File: config.mk
export PLATFORM = sky130hd
export DESIGN_NAME = compare_skip_branch_unit
export DESIGN_NICKNAME = d
export VERILOG_FILES = /design/src/rtl/cond_flow_pkg.sv /design/src/rtl/bit_pick.sv /design/src/rtl/cmp_flags.sv /design/src/rtl/compare_skip_branch_unit.sv
export SDC_FILE = /design/constraint.sdc
export NUM_CORES = 1
export LEC_CHECK = 0
export ABC_CLOCK_PERIOD_IN_PS = 2200
export BUFFER_PORTS_ARGS = -buffer_cell sky130_fd_sc_hd__buf_2
export CAP_MARGIN = 20
export CELL_PAD_IN_SITES_DETAIL_PLACEMENT = 0
export CELL_PAD_IN_SITES_GLOBAL_PLACEMENT = 2
export CORE_MARGIN = 4
export CORE_UTILIZATION = 30
export CTS_CLUSTER_SIZE = 10
export DETAILED_ROUTE_END_ITERATION = 8
export GPL_ROUTABILITY_DRIVEN = 0
export GPL_TIMING_DRIVEN = 0
export PLACE_DENSITY_LB_ADDON = 0.1
export SLEW_MARGIN = 20
export SYNTH_ARGS = -nofsm -noshare
export SYNTH_HDL_FRONTEND = slang
export SYNTH_SLANG_ARGS = --single-unit
export TNS_END_PERCENT = 20
File: constraint.sdc
create_clock -name clk -period 2.2 [get_ports clk]
set_input_delay 0 -clock clk [delete_from_list [all_inputs] [get_ports clk]]
set_output_delay 0 -clock clk [all_outputs]
set_load 0.01 [all_outputs]
File: src/rtl/cond_flow_pkg.sv
`default_nettype none

package cond_flow_pkg;

  // ****************************************************************
  // Widths
  // ****************************************************************
  localparam int DATA_W   = 8;
  localparam int PC_W_DEF = 12;
  localparam int OFF_W    = 7;
  localparam int SEL_W    = 3;

  // ****************************************************************
  // Status register bit positions
  // ****************************************************************
  localparam int FLAG_C = 0;
  localparam int FLAG_Z = 1;
  localparam int FLAG_N = 2;
  localparam int FLAG_V = 3;
  localparam int FLAG_S = 4;
  localparam int FLAG_H = 5;

  // ****************************************************************
  // Reset values
  // ****************************************************************
  localparam logic [7:0] STATUS_RST = 8'h00;

  // ****************************************************************
  // Cycle counts and program counter steps
  // ****************************************************************
  localparam logic [1:0] CYC_PLAIN     = 2'h1;
  localparam logic [1:0] CYC_BR_TAKEN  = 2'h2;
  localparam logic [1:0] CYC_SKIP_ONE  = 2'h2;
  localparam logic [1:0] CYC_SKIP_TWO  = 2'h3;
  localparam logic [1:0] STEP_SEQ      = 2'h1;
  localparam logic [1:0] STEP_SKIP_ONE = 2'h2;
  localparam logic [1:0] STEP_SKIP_TWO = 2'h3;

  // ****************************************************************
  // Operations and states
  // ****************************************************************
  typedef enum logic [3:0] {
    OP_NONE                  = 4'h0,
    OP_COMPARE_IMMEDIATE     = 4'h1,
    OP_SKIP_REG_BIT_CLEAR    = 4'h2,
    OP_SKIP_REG_BIT_SET      = 4'h3,
    OP_SKIP_IO_BIT_CLEAR     = 4'h4,
    OP_SKIP_IO_BIT_SET       = 4'h5,
    OP_BRANCH_FLAG_SET       = 4'h6,
    OP_BRANCH_FLAG_CLEAR     = 4'h7,
    OP_BRANCH_EQUAL          = 4'h8,
    OP_BRANCH_NOT_EQUAL      = 4'h9,
    OP_BRANCH_CARRY_SET      = 4'hA,
    OP_BRANCH_LOWER          = 4'hB,
    OP_BRANCH_CARRY_CLEAR    = 4'hC,
    OP_BRANCH_SAME_OR_HIGHER = 4'hD,
    OP_BRANCH_MINUS          = 4'hE,
    OP_BRANCH_PLUS           = 4'hF
  } op_e;

  typedef enum logic [1:0] {
    ST_IDLE = 2'b01,
    ST_WAIT = 2'b10
  } state_e;

  typedef struct packed {
    op_e              op;
    logic [DATA_W-1:0] reg_val;
    logic [DATA_W-1:0] imm;
    logic [DATA_W-1:0] io_val;
    logic [SEL_W-1:0]  bit_sel;
    logic [OFF_W-1:0]  offset;
    logic              next_two_word;
  } instr_s;

endpackage : cond_flow_pkg

`default_nettype wire

File: src/rtl/bit_pick.sv
`default_nettype none

module bit_pick #(
  parameter int W = 8
) (
  input  wire logic [W-1:0]         value,  // Byte under test
  input  wire logic [$clog2(W)-1:0] sel,    // Bit number
  output logic                      bit_o   // Selected bit
);

  assign bit_o = value[sel];

endmodule : bit_pick

`default_nettype wire

File: src/rtl/cmp_flags.sv
`default_nettype none

module cmp_flags
  import cond_flow_pkg::*;
(
  input  wire logic [DATA_W-1:0] a,  // Minuend
  input  wire logic [DATA_W-1:0] b,  // Subtrahend
  output logic                   z,  // Zero
  output logic                   n,  // Negative
  output logic                   v,  // Two's complement overflow
  output logic                   c,  // Borrow out of bit 7
  output logic                   h   // Borrow out of bit 3
);

  logic [DATA_W-1:0] r;

  // ****************************************************************
  // Subtract without keeping the result
  // ****************************************************************
  assign r = a - b;
  assign z = (r == 8'h00);
  assign n = r[7];
  assign v = (a[7] & ~b[7] & ~r[7]) | (~a[7] & b[7] & r[7]);
  assign c = (~a[7] & b[7]) | (b[7] & r[7]) | (r[7] & ~a[7]);
  assign h = (~a[3] & b[3]) | (b[3] & r[3]) | (r[3] & ~a[3]);

endmodule : cmp_flags

`default_nettype wire

File: src/rtl/compare_skip_branch_unit.sv
`default_nettype none

// How it works
// - Compare-immediate subtracts, sets ZNVCH, one cycle
// - Skip when register bit clear, flags kept
// - Skip when register bit set, flags kept
// - Skip when I/O bit clear, flags kept
// - Skip when I/O bit set, flags kept
// - Branch when selected status bit is one
// - Branch when selected status bit is zero
// - Branch when zero flag set
// - Branch when zero flag clear
// - Carry-set and lower branch on carry one
// - Branch when carry flag clear
// - Same-or-higher equals carry-clear branch
// - Branch when negative flag set
// - Branch when negative flag clear
module compare_skip_branch_unit
  import cond_flow_pkg::*;
#(
  parameter int PC_W = PC_W_DEF
) (
  input  wire logic            clk,          // Core clock
  input  wire logic            resetn,       // Asynchronous reset, active low
  input  wire logic            issue_valid,  // Instruction offered
  input  wire instr_s          issue,        // Decoded instruction and operands
  input  wire logic [PC_W-1:0] pc_in,        // Address of the offered instruction
  input  wire logic [7:0]      status_in,    // Current status register
  output logic                 issue_ready,  // Instruction can be taken this cycle
  output logic                 done,         // Last cycle of the instruction
  output logic                 busy,         // Instruction in progress
  output logic [PC_W-1:0]      pc_next,      // Next program counter
  output logic                 pc_load,      // Load pc_next into the program counter
  output logic [7:0]           status_out,   // New status register
  output logic                 status_we,    // Write status_out
  output logic                 taken         // Skip or branch was taken
);

  // ****************************************************************
  // Operand tests
  // ****************************************************************
  logic reg_bit;
  logic io_bit;
  logic stat_bit;
  logic cz, cn, cv, cc, ch;

  bit_pick #(.W(DATA_W)) u_reg_bit (
    .value (issue.reg_val),
    .sel   (issue.bit_sel),
    .bit_o (reg_bit)
  );

  bit_pick #(.W(DATA_W)) u_io_bit (
    .value (issue.io_val),
    .sel   (issue.bit_sel),
    .bit_o (io_bit)
  );

  bit_pick #(.W(DATA_W)) u_stat_bit (
    .value (status_in),
    .sel   (issue.bit_sel),
    .bit_o (stat_bit)
  );

  cmp_flags u_cmp (
    .a (issue.reg_val),
    .b (issue.imm),
    .z (cz),
    .n (cn),
    .v (cv),
    .c (cc),
    .h (ch)
  );

  // ****************************************************************
  // Decision
  // ****************************************************************
  logic            skip_take;
  logic            br_take;
  logic            is_cmp;
  logic [PC_W-1:0] off_ext;

  assign off_ext = {{(PC_W-OFF_W){issue.offset[OFF_W-1]}}, issue.offset};

  always_comb begin
    skip_take = 1'b0;
    br_take   = 1'b0;
    is_cmp    = 1'b0;
    case (issue.op)
      OP_COMPARE_IMMEDIATE:     is_cmp    = 1'b1;
      OP_SKIP_REG_BIT_CLEAR:    skip_take = ~reg_bit;
      OP_SKIP_REG_BIT_SET:      skip_take = reg_bit;
      OP_SKIP_IO_BIT_CLEAR:     skip_take = ~io_bit;
      OP_SKIP_IO_BIT_SET:       skip_take = io_bit;
      OP_BRANCH_FLAG_SET:       br_take   = stat_bit;
      OP_BRANCH_FLAG_CLEAR:     br_take   = ~stat_bit;
      OP_BRANCH_EQUAL:          br_take   = status_in[FLAG_Z];
      OP_BRANCH_NOT_EQUAL:      br_take   = ~status_in[FLAG_Z];
      OP_BRANCH_CARRY_SET,
      OP_BRANCH_LOWER:          br_take   = status_in[FLAG_C];
      OP_BRANCH_CARRY_CLEAR:    br_take   = ~status_in[FLAG_C];
      OP_BRANCH_SAME_OR_HIGHER: br_take   = ~status_in[FLAG_C];
      OP_BRANCH_MINUS:          br_take   = status_in[FLAG_N];
      OP_BRANCH_PLUS:           br_take   = ~status_in[FLAG_N];
      default: begin
        skip_take = 1'b0;
        br_take   = 1'b0;
      end
    endcase
  end

  // ****************************************************************
  // Sequencer
  // ****************************************************************
  state_e          state_q, state_d;
  logic [1:0]      remain_q, remain_d;
  logic [PC_W-1:0] pc_q, pc_d;
  logic [7:0]      status_q, status_d;
  logic            we_q, we_d;
  logic            taken_q, taken_d;
  logic            accept;

  assign done        = (state_q == ST_WAIT) && (remain_q == 2'h0);
  assign issue_ready = (state_q == ST_IDLE) || done;
  assign accept      = issue_valid && issue_ready;
  assign busy        = (state_q == ST_WAIT);

  always_comb begin
    state_d  = state_q;
    remain_d = remain_q;
    pc_d     = pc_q;
    status_d = status_q;
    we_d     = we_q;
    taken_d  = taken_q;
    if (accept) begin
      state_d  = ST_WAIT;
      status_d = status_in;
      we_d     = 1'b0;
      taken_d  = skip_take || br_take;
      pc_d     = pc_in + PC_W'(STEP_SEQ);
      remain_d = CYC_PLAIN - 2'h1;
      if (is_cmp) begin
        status_d[FLAG_Z] = cz;
        status_d[FLAG_N] = cn;
        status_d[FLAG_V] = cv;
        status_d[FLAG_C] = cc;
        status_d[FLAG_H] = ch;
        we_d             = 1'b1;
      end
      if (skip_take) begin
        if (issue.next_two_word) begin
          pc_d     = pc_in + PC_W'(STEP_SKIP_TWO);
          remain_d = CYC_SKIP_TWO - 2'h1;
        end else begin
          pc_d     = pc_in + PC_W'(STEP_SKIP_ONE);
          remain_d = CYC_SKIP_ONE - 2'h1;
        end
      end
      if (br_take) begin
        pc_d     = pc_in + off_ext + PC_W'(STEP_SEQ);
        remain_d = CYC_BR_TAKEN - 2'h1;
      end
    end else begin
      case (state_q)
        ST_IDLE: begin
          state_d = ST_IDLE;
        end
        ST_WAIT: begin
          if (done) begin
            state_d = ST_IDLE;
          end else begin
            remain_d = remain_q - 2'h1;
          end
        end
        // Stray state codes fall back to idle
        default: begin
          state_d  = ST_IDLE;
          remain_d = 2'h0;
        end
      endcase
    end
  end

  always_ff @(posedge clk or negedge resetn) begin
    if (!resetn) begin
      state_q  <= ST_IDLE;
      remain_q <= 2'h0;
      pc_q     <= '0;
      status_q <= STATUS_RST;
      we_q     <= 1'b0;
      taken_q  <= 1'b0;
    end else begin
      state_q  <= state_d;
      remain_q <= remain_d;
      pc_q     <= pc_d;
      status_q <= status_d;
      we_q     <= we_d;
      taken_q  <= taken_d;
    end
  end

  // Flags only change through compare; every other op leaves status_we low
  assign pc_next    = pc_q;
  assign pc_load    = done;
  assign status_out = status_q;
  assign status_we  = done && we_q;
  assign taken      = taken_q;

  // ****************************************************************
  // Checks
  // ****************************************************************
  logic            is_skip;
  logic            is_br;
  logic [PC_W-1:0] exp_br;
  logic [PC_W-1:0] exp_skip;

  assign is_skip  = (issue.op >= OP_SKIP_REG_BIT_CLEAR) && (issue.op <= OP_SKIP_IO_BIT_SET);
  assign is_br    = (issue.op >= OP_BRANCH_FLAG_SET);
  assign exp_br   = pc_in + off_ext + PC_W'(1);
  assign exp_skip = pc_in + (issue.next_two_word ? PC_W'(3) : PC_W'(2));

  a_cmp_one_cycle: assert property (@(posedge clk) disable iff (!resetn)
    accept && is_cmp |=> done && status_we)
    else $error("compare did not finish in one cycle with a flag write");

  a_cmp_zero_flag: assert property (@(posedge clk) disable iff (!resetn)
    accept && is_cmp && (issue.reg_val == issue.imm) |=> status_out[FLAG_Z] && !status_out[FLAG_C])
    else $error("equal compare gave wrong zero or carry");

  a_skip_flags_kept: assert property (@(posedge clk) disable iff (!resetn)
    accept && is_skip |=> !status_we)
    else $error("skip wrote the status register");

  a_skip_pc_step: assert property (@(posedge clk) disable iff (!resetn)
    accept && is_skip && skip_take |=> taken && (pc_next == $past(exp_skip)))
    else $error("taken skip gave wrong program counter");

  a_skip_three_cycles: assert property (@(posedge clk) disable iff (!resetn)
    accept && is_skip && skip_take && issue.next_two_word |=> !done [*2] ##1 done)
    else $error("skip over two-word instruction not three cycles");

  a_branch_taken_two: assert property (@(posedge clk) disable iff (!resetn)
    accept && is_br && br_take |=> !done ##1 (done && pc_load && (pc_next == $past(exp_br, 2))))
    else $error("taken branch wrong target or length");

  a_branch_not_taken: assert property (@(posedge clk) disable iff (!resetn)
    accept && is_br && !br_take |=> done && !taken && (pc_next == $past(pc_in) + PC_W'(1)))
    else $error("branch not taken did not fall through in one cycle");

  a_branch_no_flags: assert property (@(posedge clk) disable iff (!resetn)
    accept && is_br |=> !status_we)
    else $error("branch wrote the status register");

  a_lower_is_carry: assert property (@(posedge clk) disable iff (!resetn)
    accept && (issue.op == OP_BRANCH_LOWER) |=> taken == $past(status_in[FLAG_C]))
    else $error("lower branch does not follow carry");

  a_flag_branch_sel: assert property (@(posedge clk) disable iff (!resetn)
    accept && (issue.op == OP_BRANCH_FLAG_CLEAR) |=> taken != $past(status_in[issue.bit_sel]))
    else $error("flag-clear branch ignored selected status bit");

  a_cmp_carry_flag: assert property (@(posedge clk) disable iff (!resetn)
    accept && is_cmp |=> status_out[FLAG_C] == ($past(issue.reg_val) < $past(issue.imm)))
    else $error("compare carry does not match unsigned borrow");

  a_cmp_sign_kept: assert property (@(posedge clk) disable iff (!resetn)
    accept && is_cmp |=> status_out[FLAG_S] == $past(status_in[FLAG_S]))
    else $error("compare altered the sign flag");

  a_skip_not_taken: assert property (@(posedge clk) disable iff (!resetn)
    accept && is_skip && !skip_take |=> done && !taken && (pc_next == $past(pc_in) + PC_W'(1)))
    else $error("skip not taken did not fall through in one cycle");

  a_skip_two_cycles: assert property (@(posedge clk) disable iff (!resetn)
    accept && is_skip && skip_take && !issue.next_two_word |=> !done ##1 (done && pc_load))
    else $error("skip over one-word instruction not two cycles");

  a_reg_clear_test: assert property (@(posedge clk) disable iff (!resetn)
    accept && (issue.op == OP_SKIP_REG_BIT_CLEAR)
    |=> taken != $past(issue.reg_val[issue.bit_sel]))
    else $error("register bit clear skip ignored the bit");

  a_reg_set_test: assert property (@(posedge clk) disable iff (!resetn)
    accept && (issue.op == OP_SKIP_REG_BIT_SET)
    |=> taken == $past(issue.reg_val[issue.bit_sel]))
    else $error("register bit set skip ignored the bit");

  a_io_clear_test: assert property (@(posedge clk) disable iff (!resetn)
    accept && (issue.op == OP_SKIP_IO_BIT_CLEAR)
    |=> taken != $past(issue.io_val[issue.bit_sel]))
    else $error("io bit clear skip ignored the bit");

  a_io_set_test: assert property (@(posedge clk) disable iff (!resetn)
    accept && (issue.op == OP_SKIP_IO_BIT_SET)
    |=> taken == $past(issue.io_val[issue.bit_sel]))
    else $error("io bit set skip ignored the bit");

  a_flag_set_sel: assert property (@(posedge clk) disable iff (!resetn)
    accept && (issue.op == OP_BRANCH_FLAG_SET) |=> taken == $past(status_in[issue.bit_sel]))
    else $error("flag-set branch ignored selected status bit");

  a_equal_on_zero: assert property (@(posedge clk) disable iff (!resetn)
    accept && (issue.op == OP_BRANCH_EQUAL) |=> taken == $past(status_in[FLAG_Z]))
    else $error("equal branch does not follow zero");

  a_not_equal_zero: assert property (@(posedge clk) disable iff (!resetn)
    accept && (issue.op == OP_BRANCH_NOT_EQUAL) |=> taken != $past(status_in[FLAG_Z]))
    else $error("not-equal branch does not follow zero");

  a_carry_set_br: assert property (@(posedge clk) disable iff (!resetn)
    accept && (issue.op == OP_BRANCH_CARRY_SET) |=> taken == $past(status_in[FLAG_C]))
    else $error("carry-set branch does not follow carry");

  a_carry_clear_br: assert property (@(posedge clk) disable iff (!resetn)
    accept && (issue.op == OP_BRANCH_CARRY_CLEAR) |=> taken != $past(status_in[FLAG_C]))
    else $error("carry-clear branch does not follow carry");

  a_same_or_higher: assert property (@(posedge clk) disable iff (!resetn)
    accept && (issue.op == OP_BRANCH_SAME_OR_HIGHER) |=> taken != $past(status_in[FLAG_C]))
    else $error("same-or-higher branch does not follow carry");

  a_minus_on_neg: assert property (@(posedge clk) disable iff (!resetn)
    accept && (issue.op == OP_BRANCH_MINUS) |=> taken == $past(status_in[FLAG_N]))
    else $error("minus branch does not follow negative");

  a_plus_on_neg: assert property (@(posedge clk) disable iff (!resetn)
    accept && (issue.op == OP_BRANCH_PLUS) |=> taken != $past(status_in[FLAG_N]))
    else $error("plus branch does not follow negative");

endmodule : compare_skip_branch_unit

`default_nettype wire

==> results of run 1 <==
-- per-stage QoR --
stage / instance area, sq um / power, W
after floorplan: 2880 / 0.00168
after detailed placement: 3460 / 0.00225
after CTS: 3630 / 0.00262
after global routing: 3700 / 0.00288
after global placement: 3460 / 0.00224
final: 3700 / 0.00262
-- worst max-delay path: stages --
cell and delay (ps):
buf_8 100, ha_4 250, nor2b_4 120, o21ai_2 70, a21boi_2 150, o21ai_2 80, nand2b_1 70, a21o_1 130
a21oi_2 60, fa_2 570, nand4b_1 90, or4_1 410, or3_1 310, o21ai_1 110
-- registers in the layout (all words and copies together) (netlist names) --
signal      cells
pc_next        12
remain_q        2
state_q         2
status_out      8
taken           1
we_q            1
-- timing repair --
item / in CTS / in global routing
hold endpoints to repair: 28 / 0
resized for setup: 20 / 15
gates cloned: 0 / 0
buffers inserted: 2 / 2
setup endpoints to repair: 23 / 16
hold buffers: 4 / 0
pin swaps: 7 / 4
-- synthesized netlist by cell type (2+ instances only) --
library cell   n
a21o_1         2
a21oi_1       15
a221oi_1       2
a31oi_1        5
a41oi_1        2
and2_1         6
and3_1         6
and4b_1        3
buf_6          2
clkbuf_1      12
dfrtp_1       25
fa_1           4
ha_1          25
inv_1         29
mux2_2         2
mux2i_1       12
mux4_1         6
nand2_1       37
nand2b_1       5
nand3_1        9
nand4_1        4
nor2_1        18
nor2b_1        9
nor3_1         8
nor4_1         3
o211ai_1       4
o21a_1         4
o21ai_0       21
o21bai_1       2
o311ai_0       2
o31a_1         2
o31ai_1        5
or2_2          2
or3_1          2
xnor2_1        9
xor2_1         8
-- per-layer routing --
metal	track usage (%)	vias up	part of all wire, %
met5	0	-	0
met4	2.68	0	0.78
met3	1.76	6	4.0
met2	25.6	61	45
met1	24.1	1300	50
li1	-	1432	-
-- final cells by class --
| cell class | instances | area (sq um) | share of cell area (%) |
|---|---|---|---|
| Multi-Input combinational cell | 269 | 2120 | 57.3 |
| Sequential cell | 26 | 652 | 17.6 |
| Timing Repair Buffer | 91 | 515 | 13.9 |
| Tap cell | 129 | 161 | 4.36 |
| Inverter | 29 | 111 | 3.01 |
| Buffer | 16 | 85.1 | 2.30 |
| Clock buffer | 4 | 55.1 | 1.49 |
-- how the worst max path moves through the flow --
stage / slack [ps] / end / start / cells past startpoint
3_3_place_gp: -690 / status_out[1] / issue[20] / 15
2_1_floorplan: -330 / status_out[1] / issue[20] / 14
3_5_place_dp: -690 / status_out[1] / issue[20] / 15
6_report: -140 / status_out[1] / issue[28] / 14
4_1_cts: -170 / status_out[1] / issue[28] / 14
5_1_grt: -280 / status_out[1] / issue[28] / 14
-- cells by family (layout without fill, tap and decap cells) --
kind of cell | count (synthesis) | after routing | synth area share (%)
and+or+nand+nor | 121 | 121 | 21.9
AOI/OAI and AO/OA | 81 | 81 | 18.9
buffers and inverters | 45 | 140 | 6.52
adders and majority gates | 29 | 29 | 13.7
DFF | 26 | 26 | 22.7
muxes | 21 | 21 | 11.2
xor gates and xnor gates | 17 | 17 | 5.17
-- power breakdown --
group	leakage, nW	total [W]	internal, W	switching [W]
sequential	0.319	0.000825	0.000706	0.000118
combinational	1.43	0.00146	0.000621	0.000840
clock	0.0288	0.000337	0.000161	0.000177
==> qor.yml, run 1 <==
power.leakage_nw: 1.77
num_antenna_cells: 0
synth-edff-count: 0
setup_violations: 2
ys_async_sr_fraction_pct: 100
placed_cells: 552
track_usage_pct: 16.2
synthCells: 340
ys_types: 64
final_util_pct: 39.9
syn_area_sq_um: 2880
clock_latency_ps: 280
area_growth_pct: 28.6
clock_path_buffers: 2
ant_nets: 0
worst_slack_ps: -135
grt_pass1_vias: 2812
critPathLaunchType: "input pin"
crit_arrival_ps: 2540
period_minus_slack_ps: 2340
period_share_pct: 106
clock_skew_ps: 15.0
routedWlPerCell_microns: 16.1
r2r_setup_slack_ps: 20
ys.flop_type: "dfrtp_1"
syn-num-nets: 431
die_x_microns: 106
tightest_slew_ps: 713
drv_slew: 0
endpoint_kind: "flop"
final_common_cell: "buf_2"
viasPerCell: 4.96
cp.required_ps: 2410
synth_area_leaders: "dfrtp_1 22%, ha_1 11%, mux4_1 5.5%, nand2_1 4.8%, mux2i_1 4.2%"
port_buffers: 83
dieArea_sq_um: 11200
dp_slack_ps: -686
powerDensity_nw_per_um2: 709
finalHoldViolCount: 0
core_sq_um: 9280
timing.max_cap.violations: 0
vias: 2799
std_cell_rows: 35
antenna_found_initial: 0
clk_pin_slew_ps: 100
timing_worst_setup_path_type: "input pin to flop"
num-nets-final: 527
drt_pass1_iterations: 4
ys_warn_count: 0
violations: "negative setup slack"
synth.avg_cell_area_sq_um: 8.46
rr_worst_depth: 6
dp_hpwl_mm: 7.38
drt_iter0_drc: 88
final_cell_mix: "82 x buf_2, 36 x nand2_1, 28 x inv_1"
fillCellCount: 1022
wl_mm: 9.10
numCtsBuffers: 3
synth_seq_cells: 26
drc: 0
cts-htree-levels: 1
rsz0062_at_grt: "yes"
clock_sinks: 26
io_pins: 88
irDropWorstVdd_mv: 0.235
synth_top_cell_by_area: "dfrtp_1"
status: "finished with violations"
grt_first_pass_wirelength_mm: 14.7
initial_core_util_pct: 31.0
hp-start: "status_in[3]"
fin_tns_setup_ps: -170
worst-path-max-fanout: 3
r2r-end: "status_out[1]"
synth-seq-area-share_pct: 22.7
fp.dieH_microns: 106
slew_headroom_pct: 52.0
yosysTopAreaCellShare_pct: 21.7
cts_tree: "built"
holdPathEnd: "status_out[3]"
grt-ovfl-total: 0
fin_hold_ws_ps: 2.98
root_buffer: "clkbuf_8"
r2r-start: "state_q[0]"
hold_depth: 3
holdCritPathClass: "input pin to flop"
layout.cells.non_filler: 564
max_freq_ghz: 0.428
final_layout_size_suffix_gt1_share_pct: 29.0
grt_max_degree: 27
No activity file was read; power rests on OpenSTA's default activity.
==> inputs of run 2 (changes only) <==
--- a/constraint.sdc
+++ b/constraint.sdc
@@ -3,2 +3,2 @@
 set_output_delay 0 -clock clk [all_outputs]
-set_load 0.01 [all_outputs]
+set_load 0.1 [all_outputs]
==> run 2 against run 1 <==
Compared with the run above: the run still ends with negative setup slack left; maximum frequency is 0.89% lower; non-clock buffer count is 1 lower; combinational power is 100% higher; clock-buffer cell count stayed put; clock power is 5.9% lower; setup slack worse by 21 ps; cell count is 0.18% lower; first-iteration DRC count is 2.3% higher; clock skew is 12 ps lower; sequential share of layout area is 0.090 points higher; critical path type unchanged; largest power group unchanged; highest routed layer unchanged.
==> qor.yml, run 2 (synthesis results as in run 1) <==
period_minus_slack_ps: 2360  # was 2340 ps
ant_nets: 0  # unchanged
irDropWorstVdd_mv: 0.591  # was 0.235 mV
clock_latency_ps: 270  # was 280 ps
io_pins: 88  # unchanged
final_cell_mix: "83 x buf_2, 36 x nand2_1, 28 x inv_1"  # was 82 x buf_2, 36 x nand2_1, 28 x inv_1
num_antenna_cells: 0  # unchanged
holdCritPathClass: "input pin to flop"  # unchanged
cts_tree: "built"  # unchanged
timing_worst_setup_path_type: "input pin to flop"  # unchanged
grt_first_pass_wirelength_mm: 14.0  # was 14.7 mm
power_switching_w: 0.00263  # was 0.00114 W
critPathLaunchType: "input pin"  # unchanged
p_seq_share_pct: 20.0  # was 31.4%
track_usage_pct: 15.4  # was 16.2%
p_clk_share_pct: 7.7  # was 12.9%
status: "finished with violations"  # unchanged
intPower_w: 0.00150  # was 0.00149 W
wl_mm: 8.72  # was 9.10 mm
power_frac_comb_pct: 72.3  # was 55.7%
cp.required_ps: 2410  # about the same
grt_max_degree: 27  # unchanged
setup_violations: 1  # was 2
rsz0062_at_grt: "yes"  # unchanged
endpoint_kind: "flop"  # unchanged
clock_skew_ps: 3.39  # was 15.0 ps
core_sq_um: 9280  # unchanged
area_growth_pct: 28.0  # was 28.6%
p_sw_share_pct: 63.7  # was 43.3%
grt-ovfl-total: 0  # unchanged
multi_input_area_sq_um: 2120  # about the same
num-nets-final: 526  # was 527
power.leakage_nw: 1.77  # about the same
drt_iter0_drc: 90  # was 88
grt_pass1_vias: 2835  # was 2812
root_buffer: "clkbuf_8"  # unchanged
port_buffers: 83  # unchanged
drv_slew: 0  # unchanged
antenna_found_initial: 0  # unchanged
largest_reg_flops: 12  # unchanged
dp_hpwl_mm: 7.16  # was 7.38 mm
crit_arrival_ps: 2560  # was 2540 ps
finalHoldViolCount: 0  # unchanged
period_share_pct: 107  # was 106%
dieArea_sq_um: 11200  # unchanged
routedWlPerCell_microns: 15.5  # was 16.1 microns
clk_pin_slew_ps: 100  # about the same
vias: 2778  # was 2799
timing.max_cap.violations: 0  # unchanged
cts-htree-levels: 1  # unchanged
fp.dieH_microns: 106  # unchanged
worst_slack_ps: -156  # was -135 ps
violations: "negative setup slack"  # unchanged
final_layout_size_suffix_gt1_share_pct: 29.3  # was 29.0%
powerDensity_nw_per_um2: 1120  # was 709 nW/um^2
fillCellCount: 1020  # was 1022
numCtsBuffers: 3  # unchanged
fin_tns_setup_ps: -156  # was -170 ps
tightest_slew_ps: 656  # was 713 ps
die_x_microns: 106  # unchanged
drt_pass1_iterations: 4  # unchanged
viasPerCell: 4.93  # was 4.96
clock_path_buffers: 2  # unchanged
final_common_cell: "buf_2"  # unchanged
initial_core_util_pct: 31.0  # unchanged
std_cell_rows: 35  # unchanged
slew_headroom_pct: 55.9  # was 52.0%
clock_sinks: 26  # unchanged
worst-path-max-fanout: 3  # unchanged
p_total_w: 0.00412  # was 0.00262 W
max_freq_ghz: 0.424  # was 0.428 GHz
drc: 0  # unchanged
regArea_sq_um: 652  # unchanged
==> run 2: cell count changes in the layout (fill, tap and decap cells not counted), sizes merged <==
| cell | previous run | this run |
|---|---|---|
| buf | 92 | 91 |
==> run 2: repair_timing <==
item                                   in CTS  in global routing
endpoints found under the hold margin      28                  0
buffers inserted                            3                  0
gates resized for setup                    16                 12
pin swaps                                   6                  2
hold buffers                                4                  0
setup endpoints to repair                  21                 11
==> run 2: power groups by stage <==
stage	Combinational, W	Clock (W)	Sequential (W)
after detailed placement	0.00296	0	0.000841
after floorplan	0.00102	0	0.00218
after global placement	0.00295	0	0.000838
final	0.00298	0.000317	0.000827
after CTS	0.00300	0.000335	0.000832
after global routing	0.00315	0.000345	0.000856
==> run 2: critical path: stages <==
cell	delay (ps)
buf_8	100
ha_4	240
nor2b_2	140
o21ai_2	90
a21boi_2	140
o21ai_2	70
nand2b_1	70
a21o_1	130
a21oi_2	70
fa_2	560
nand4b_1	90
or4_4	420
or3_4	340
o21ai_2	100
==> run 2: area by class of cell <==
type                       instances  area share (%)
buffer                            16            2.31
inverter                          29            3.02
tap                              129            4.38
multi-input combinational        269            57.6
sequential                        26            17.7
timing repair buffer              90            13.5
clock buffer                       4            1.50
==> run 2: path summary, 6_finish.rpt <==
| path | from | end | slack (ps) | cells past startpoint |
|---|---|---|---|---|
| max | issue[28] | status_out[1] | -160 | 14 |
| min | status_in[3] | status_out[3] | 20 | 3 |
| min in group asynchronous | resetn | status_out[4] | 280 | 2 |
| max in group asynchronous | resetn | pc_next[2] | 1510 | 2 |
| min reg2reg | pc_next[9] | pc_next[9] | 480 | 2 |
| max reg2reg | state_q[0] | status_out[1] | 110 | 6 |
==> run 2: layer usage <==
metal / vias to the layer above / GRT usage (%) / part of all wire [%]
li1: 1427 / - / -
met1: 1282 / 22.1 / 50
met2: 63 / 25.0 / 45
met3: 6 / 1.64 / 3.8
met4: 0 / 3.61 / 1.0
met5: - / 0 / 0
==> run 2: per-stage QoR <==
step / instance area (sq um) / worst slack [ps] / util, % / instances / hold WS (ps)
5_1_grt: 3680 / -327 / 39.7 / 563 / 34.9
3_3_place_gp: 3490 / -684 / 37.6 / 552 / 59.2
6_report: 3680 / -156 / 39.7 / 563 / 18.7
2_1_floorplan: 2910 / -301 / - / 340 / -296
3_5_place_dp: 3490 / -692 / 37.6 / 552 / 61.1
4_1_cts: 3650 / -191 / 39.4 / 563 / 16.3
==> inputs of run 3 (changes only) <==
- CORE_MARGIN: 4 -> 2
- HOLD_SLACK_MARGIN: not set -> 0.15
- PLACE_DENSITY: not set -> 0.78
- PLACE_DENSITY_LB_ADDON: 0.1 -> not set
==> run 3 against run 2 <==
Compared with the run above: the run still ends with negative setup slack left; sequential share of layout area decreased by 0.60 points; critical path depth increased by 1; first-iteration DRC count increased by 7.8%; die area decreased by 7.4%; core utilization increased by 1.4 points; global-route usage increased by 1.4 points.
==> qor.yml, run 3 (synthesis results as in run 1) <==
status: "finished with violations"  # unchanged
violations: "negative setup slack"  # unchanged
hold_depth: 4  # was 3
final_util_pct: 41.1  # was 39.7%
r2r_setup_slack_ps: 120  # was 110 ps
critPathLaunchType: "input pin"  # unchanged
cts-htree-levels: 1  # unchanged
die_x_microns: 102  # was 106 microns
power.leakage_nw: 1.82  # was 1.77 nW
largest_reg_flops: 12  # unchanged
worst-path-max-fanout: 2  # was 3
irDropWorstVdd_mv: 0.696  # was 0.591 mV
grt-ovfl-total: 0  # unchanged
rr_worst_depth: 6  # unchanged
crit_slowest_cell: "fa_1"  # was fa_2
cts_tree: "built"  # unchanged
clk_pin_slew_ps: 100  # about the same
timing_worst_setup_path_type: "input pin to flop"  # unchanged
period_minus_slack_ps: 2330  # was 2360 ps
routedWlPerCell_microns: 15.1  # was 15.5 microns
holdCritPathClass: "input pin to flop"  # unchanged
tightest_slew_ps: 670  # was 656 ps
hp-start: "pc_in[3]"  # was status_in[3]
drt_pass1_iterations: 4  # unchanged
setup_violations: 1  # unchanged
clock_path_buffers: 2  # unchanged
timing.max_cap.violations: 0  # unchanged
num-nets-final: 537  # was 526
std_cell_rows: 35  # unchanged
num_antenna_cells: 0  # unchanged
drv_slew: 0  # unchanged
initial_core_util_pct: 31.0  # unchanged
drt_iter0_drc: 97  # was 90
critPathTopFamily: "simple AND/OR/NAND/NOR gates"  # unchanged
clock_skew_ps: 11.8  # was 3.39 ps
grt_max_degree: 27  # unchanged
track_usage_pct: 16.8  # was 15.4%
cpPeakStageDelay_ps: 550  # was 560 ps
r2r-start: "state_q[0]"  # unchanged
wl_mm: 8.66  # was 8.72 mm
root_buffer: "clkbuf_8"  # unchanged
antenna_found_initial: 0  # unchanged
max_freq_ghz: 0.430  # was 0.424 GHz
final_common_cell: "buf_2"  # unchanged
placed_cells: 552  # unchanged
fillCellCount: 999  # was 1020
finalHoldViolCount: 0  # unchanged
port_buffers: 83  # unchanged
clock_latency_ps: 280  # was 270 ps
viasPerCell: 5.04  # was 4.93
period_share_pct: 106  # was 107%
numCtsBuffers: 3  # unchanged
crit_arrival_ps: 2530  # was 2560 ps
ant_nets: 0  # unchanged
slew_headroom_pct: 54.9  # was 55.9%
endpoint_kind: "flop"  # unchanged
cpMostUsedCell: "o21ai_2"  # unchanged
holdPathEnd: "pc_next[3]"  # was status_out[3]
grt_pass1_vias: 2829  # was 2835
final_layout_size_suffix_gt1_share_pct: 28.3  # was 29.3%
powerDensity_nw_per_um2: 1110  # was 1120 nW/um^2
p_total_w: 0.00424  # was 0.00412 W
rsz0062_at_grt: "yes"  # unchanged
grt_first_pass_wirelength_mm: 14.0  # about the same
fp.dieH_microns: 102  # was 106 microns
final_cell_mix: "83 x buf_2, 36 x nand2_1, 28 x inv_1"  # unchanged
fin_tns_setup_ps: -127  # was -156 ps
core_sq_um: 9280  # unchanged
io_pins: 88  # unchanged
clock_sinks: 26  # unchanged
r2r-end: "status_out[1]"  # unchanged
dieArea_sq_um: 10400  # was 11200 sq um
dp_hpwl_mm: 6.93  # was 7.16 mm
critPathBufInv: 2  # was 1
vias: 2892  # was 2778
path_cells: "buf_8 -> inv_4 -> ha_4 -> nor2b_4 -> o21ai_2 -> a21boi_2 -> o21ai_2 -> nand2b_1 -> a21o_1 -> a21oi_2 -> fa_1 -> nand4b_1 -> or4_1 -> or3_1 -> o21ai_1"  # was buf_8 -> ha_4 -> nor2b_2 -> o21ai_2 -> a21boi_2 -> o21ai_2 -> nand2b_1 -> a21o_1 -> a21oi_2 -> fa_2 -> nand4b_1 -> or4_4 -> or3_4 -> o21ai_2
area_growth_pct: 32.4  # was 28.0%
layout.cells.non_filler: 574  # was 563
cp.required_ps: 2400  # was 2410 ps
worst_slack_ps: -127  # was -156 ps
drc: 0  # unchanged
run 3: worst max path at each step:
stage,start,end,slack (ps),depth (start not counted)
after floorplan,issue[20],status_out[1],-300,14
after global placement,issue[20],status_out[1],-650,15
final,issue[20],status_out[1],-130,15
after global routing,issue[20],status_out[1],-260,15
after CTS,issue[20],status_out[1],-170,15
after detailed placement,issue[20],status_out[1],-670,15
run 3: through the flow:
step	hold WS, ps	setup slack [ps]	area [sq um]
finish	166	-127	3810
CTS	177	-168	3760
global route	198	-260	3810
detailed placement	60.3	-674	3490
floorplan	-296	-301	2910
global placement	57.9	-649	3490
run 3: what timing repair did:
item,in CTS,in global routing
resized for setup,10,17
hold buffers,15,0
setup buffers,2,1
pin swaps,5,3
hold endpoints to repair,41,0
setup endpoints to repair,17,25
run 3: metal layers:
layer | vias to the layer above | global-route usage [%] | part of all wire, %
met2 | 72 | 26.6 | 44
met1 | 1372 | 25.2 | 51
li1 | 1443 | - | -
met4 | 0 | 3.49 | 0.68
met5 | - | 0 | 0
met3 | 5 | 1.44 | 4.0
run 3: report_power, final:
group | leakage (nW) | switching [W] | total, W | internal, W
Combinational | 1.47 | 0.00234 | 0.00298 | 0.000645
Clock | 0.0357 | 0.000166 | 0.000409 | 0.000244
Sequential | 0.319 | 0.000139 | 0.000846 | 0.000707
run 3: worst reg2reg max path, delay by kind of cell, from the launching register on:
family / cells / cell delay [ps]
compound gates: 2 / 250
flops: 1 / 560
simple gates: 4 / 1200
run 3: final cells by class:
type / count / area, sq um / area share (%)
timing repair buffer: 101 / 604 / 15.9
buffer: 16 / 86.3 / 2.27
multi-input combinational: 269 / 2120 / 55.7
clock inverter: 1 / 30.0 / 0.788
inverter: 29 / 111 / 2.92
sequential: 26 / 652 / 17.1
clock buffer: 3 / 41.3 / 1.08
tap: 129 / 161 / 4.24
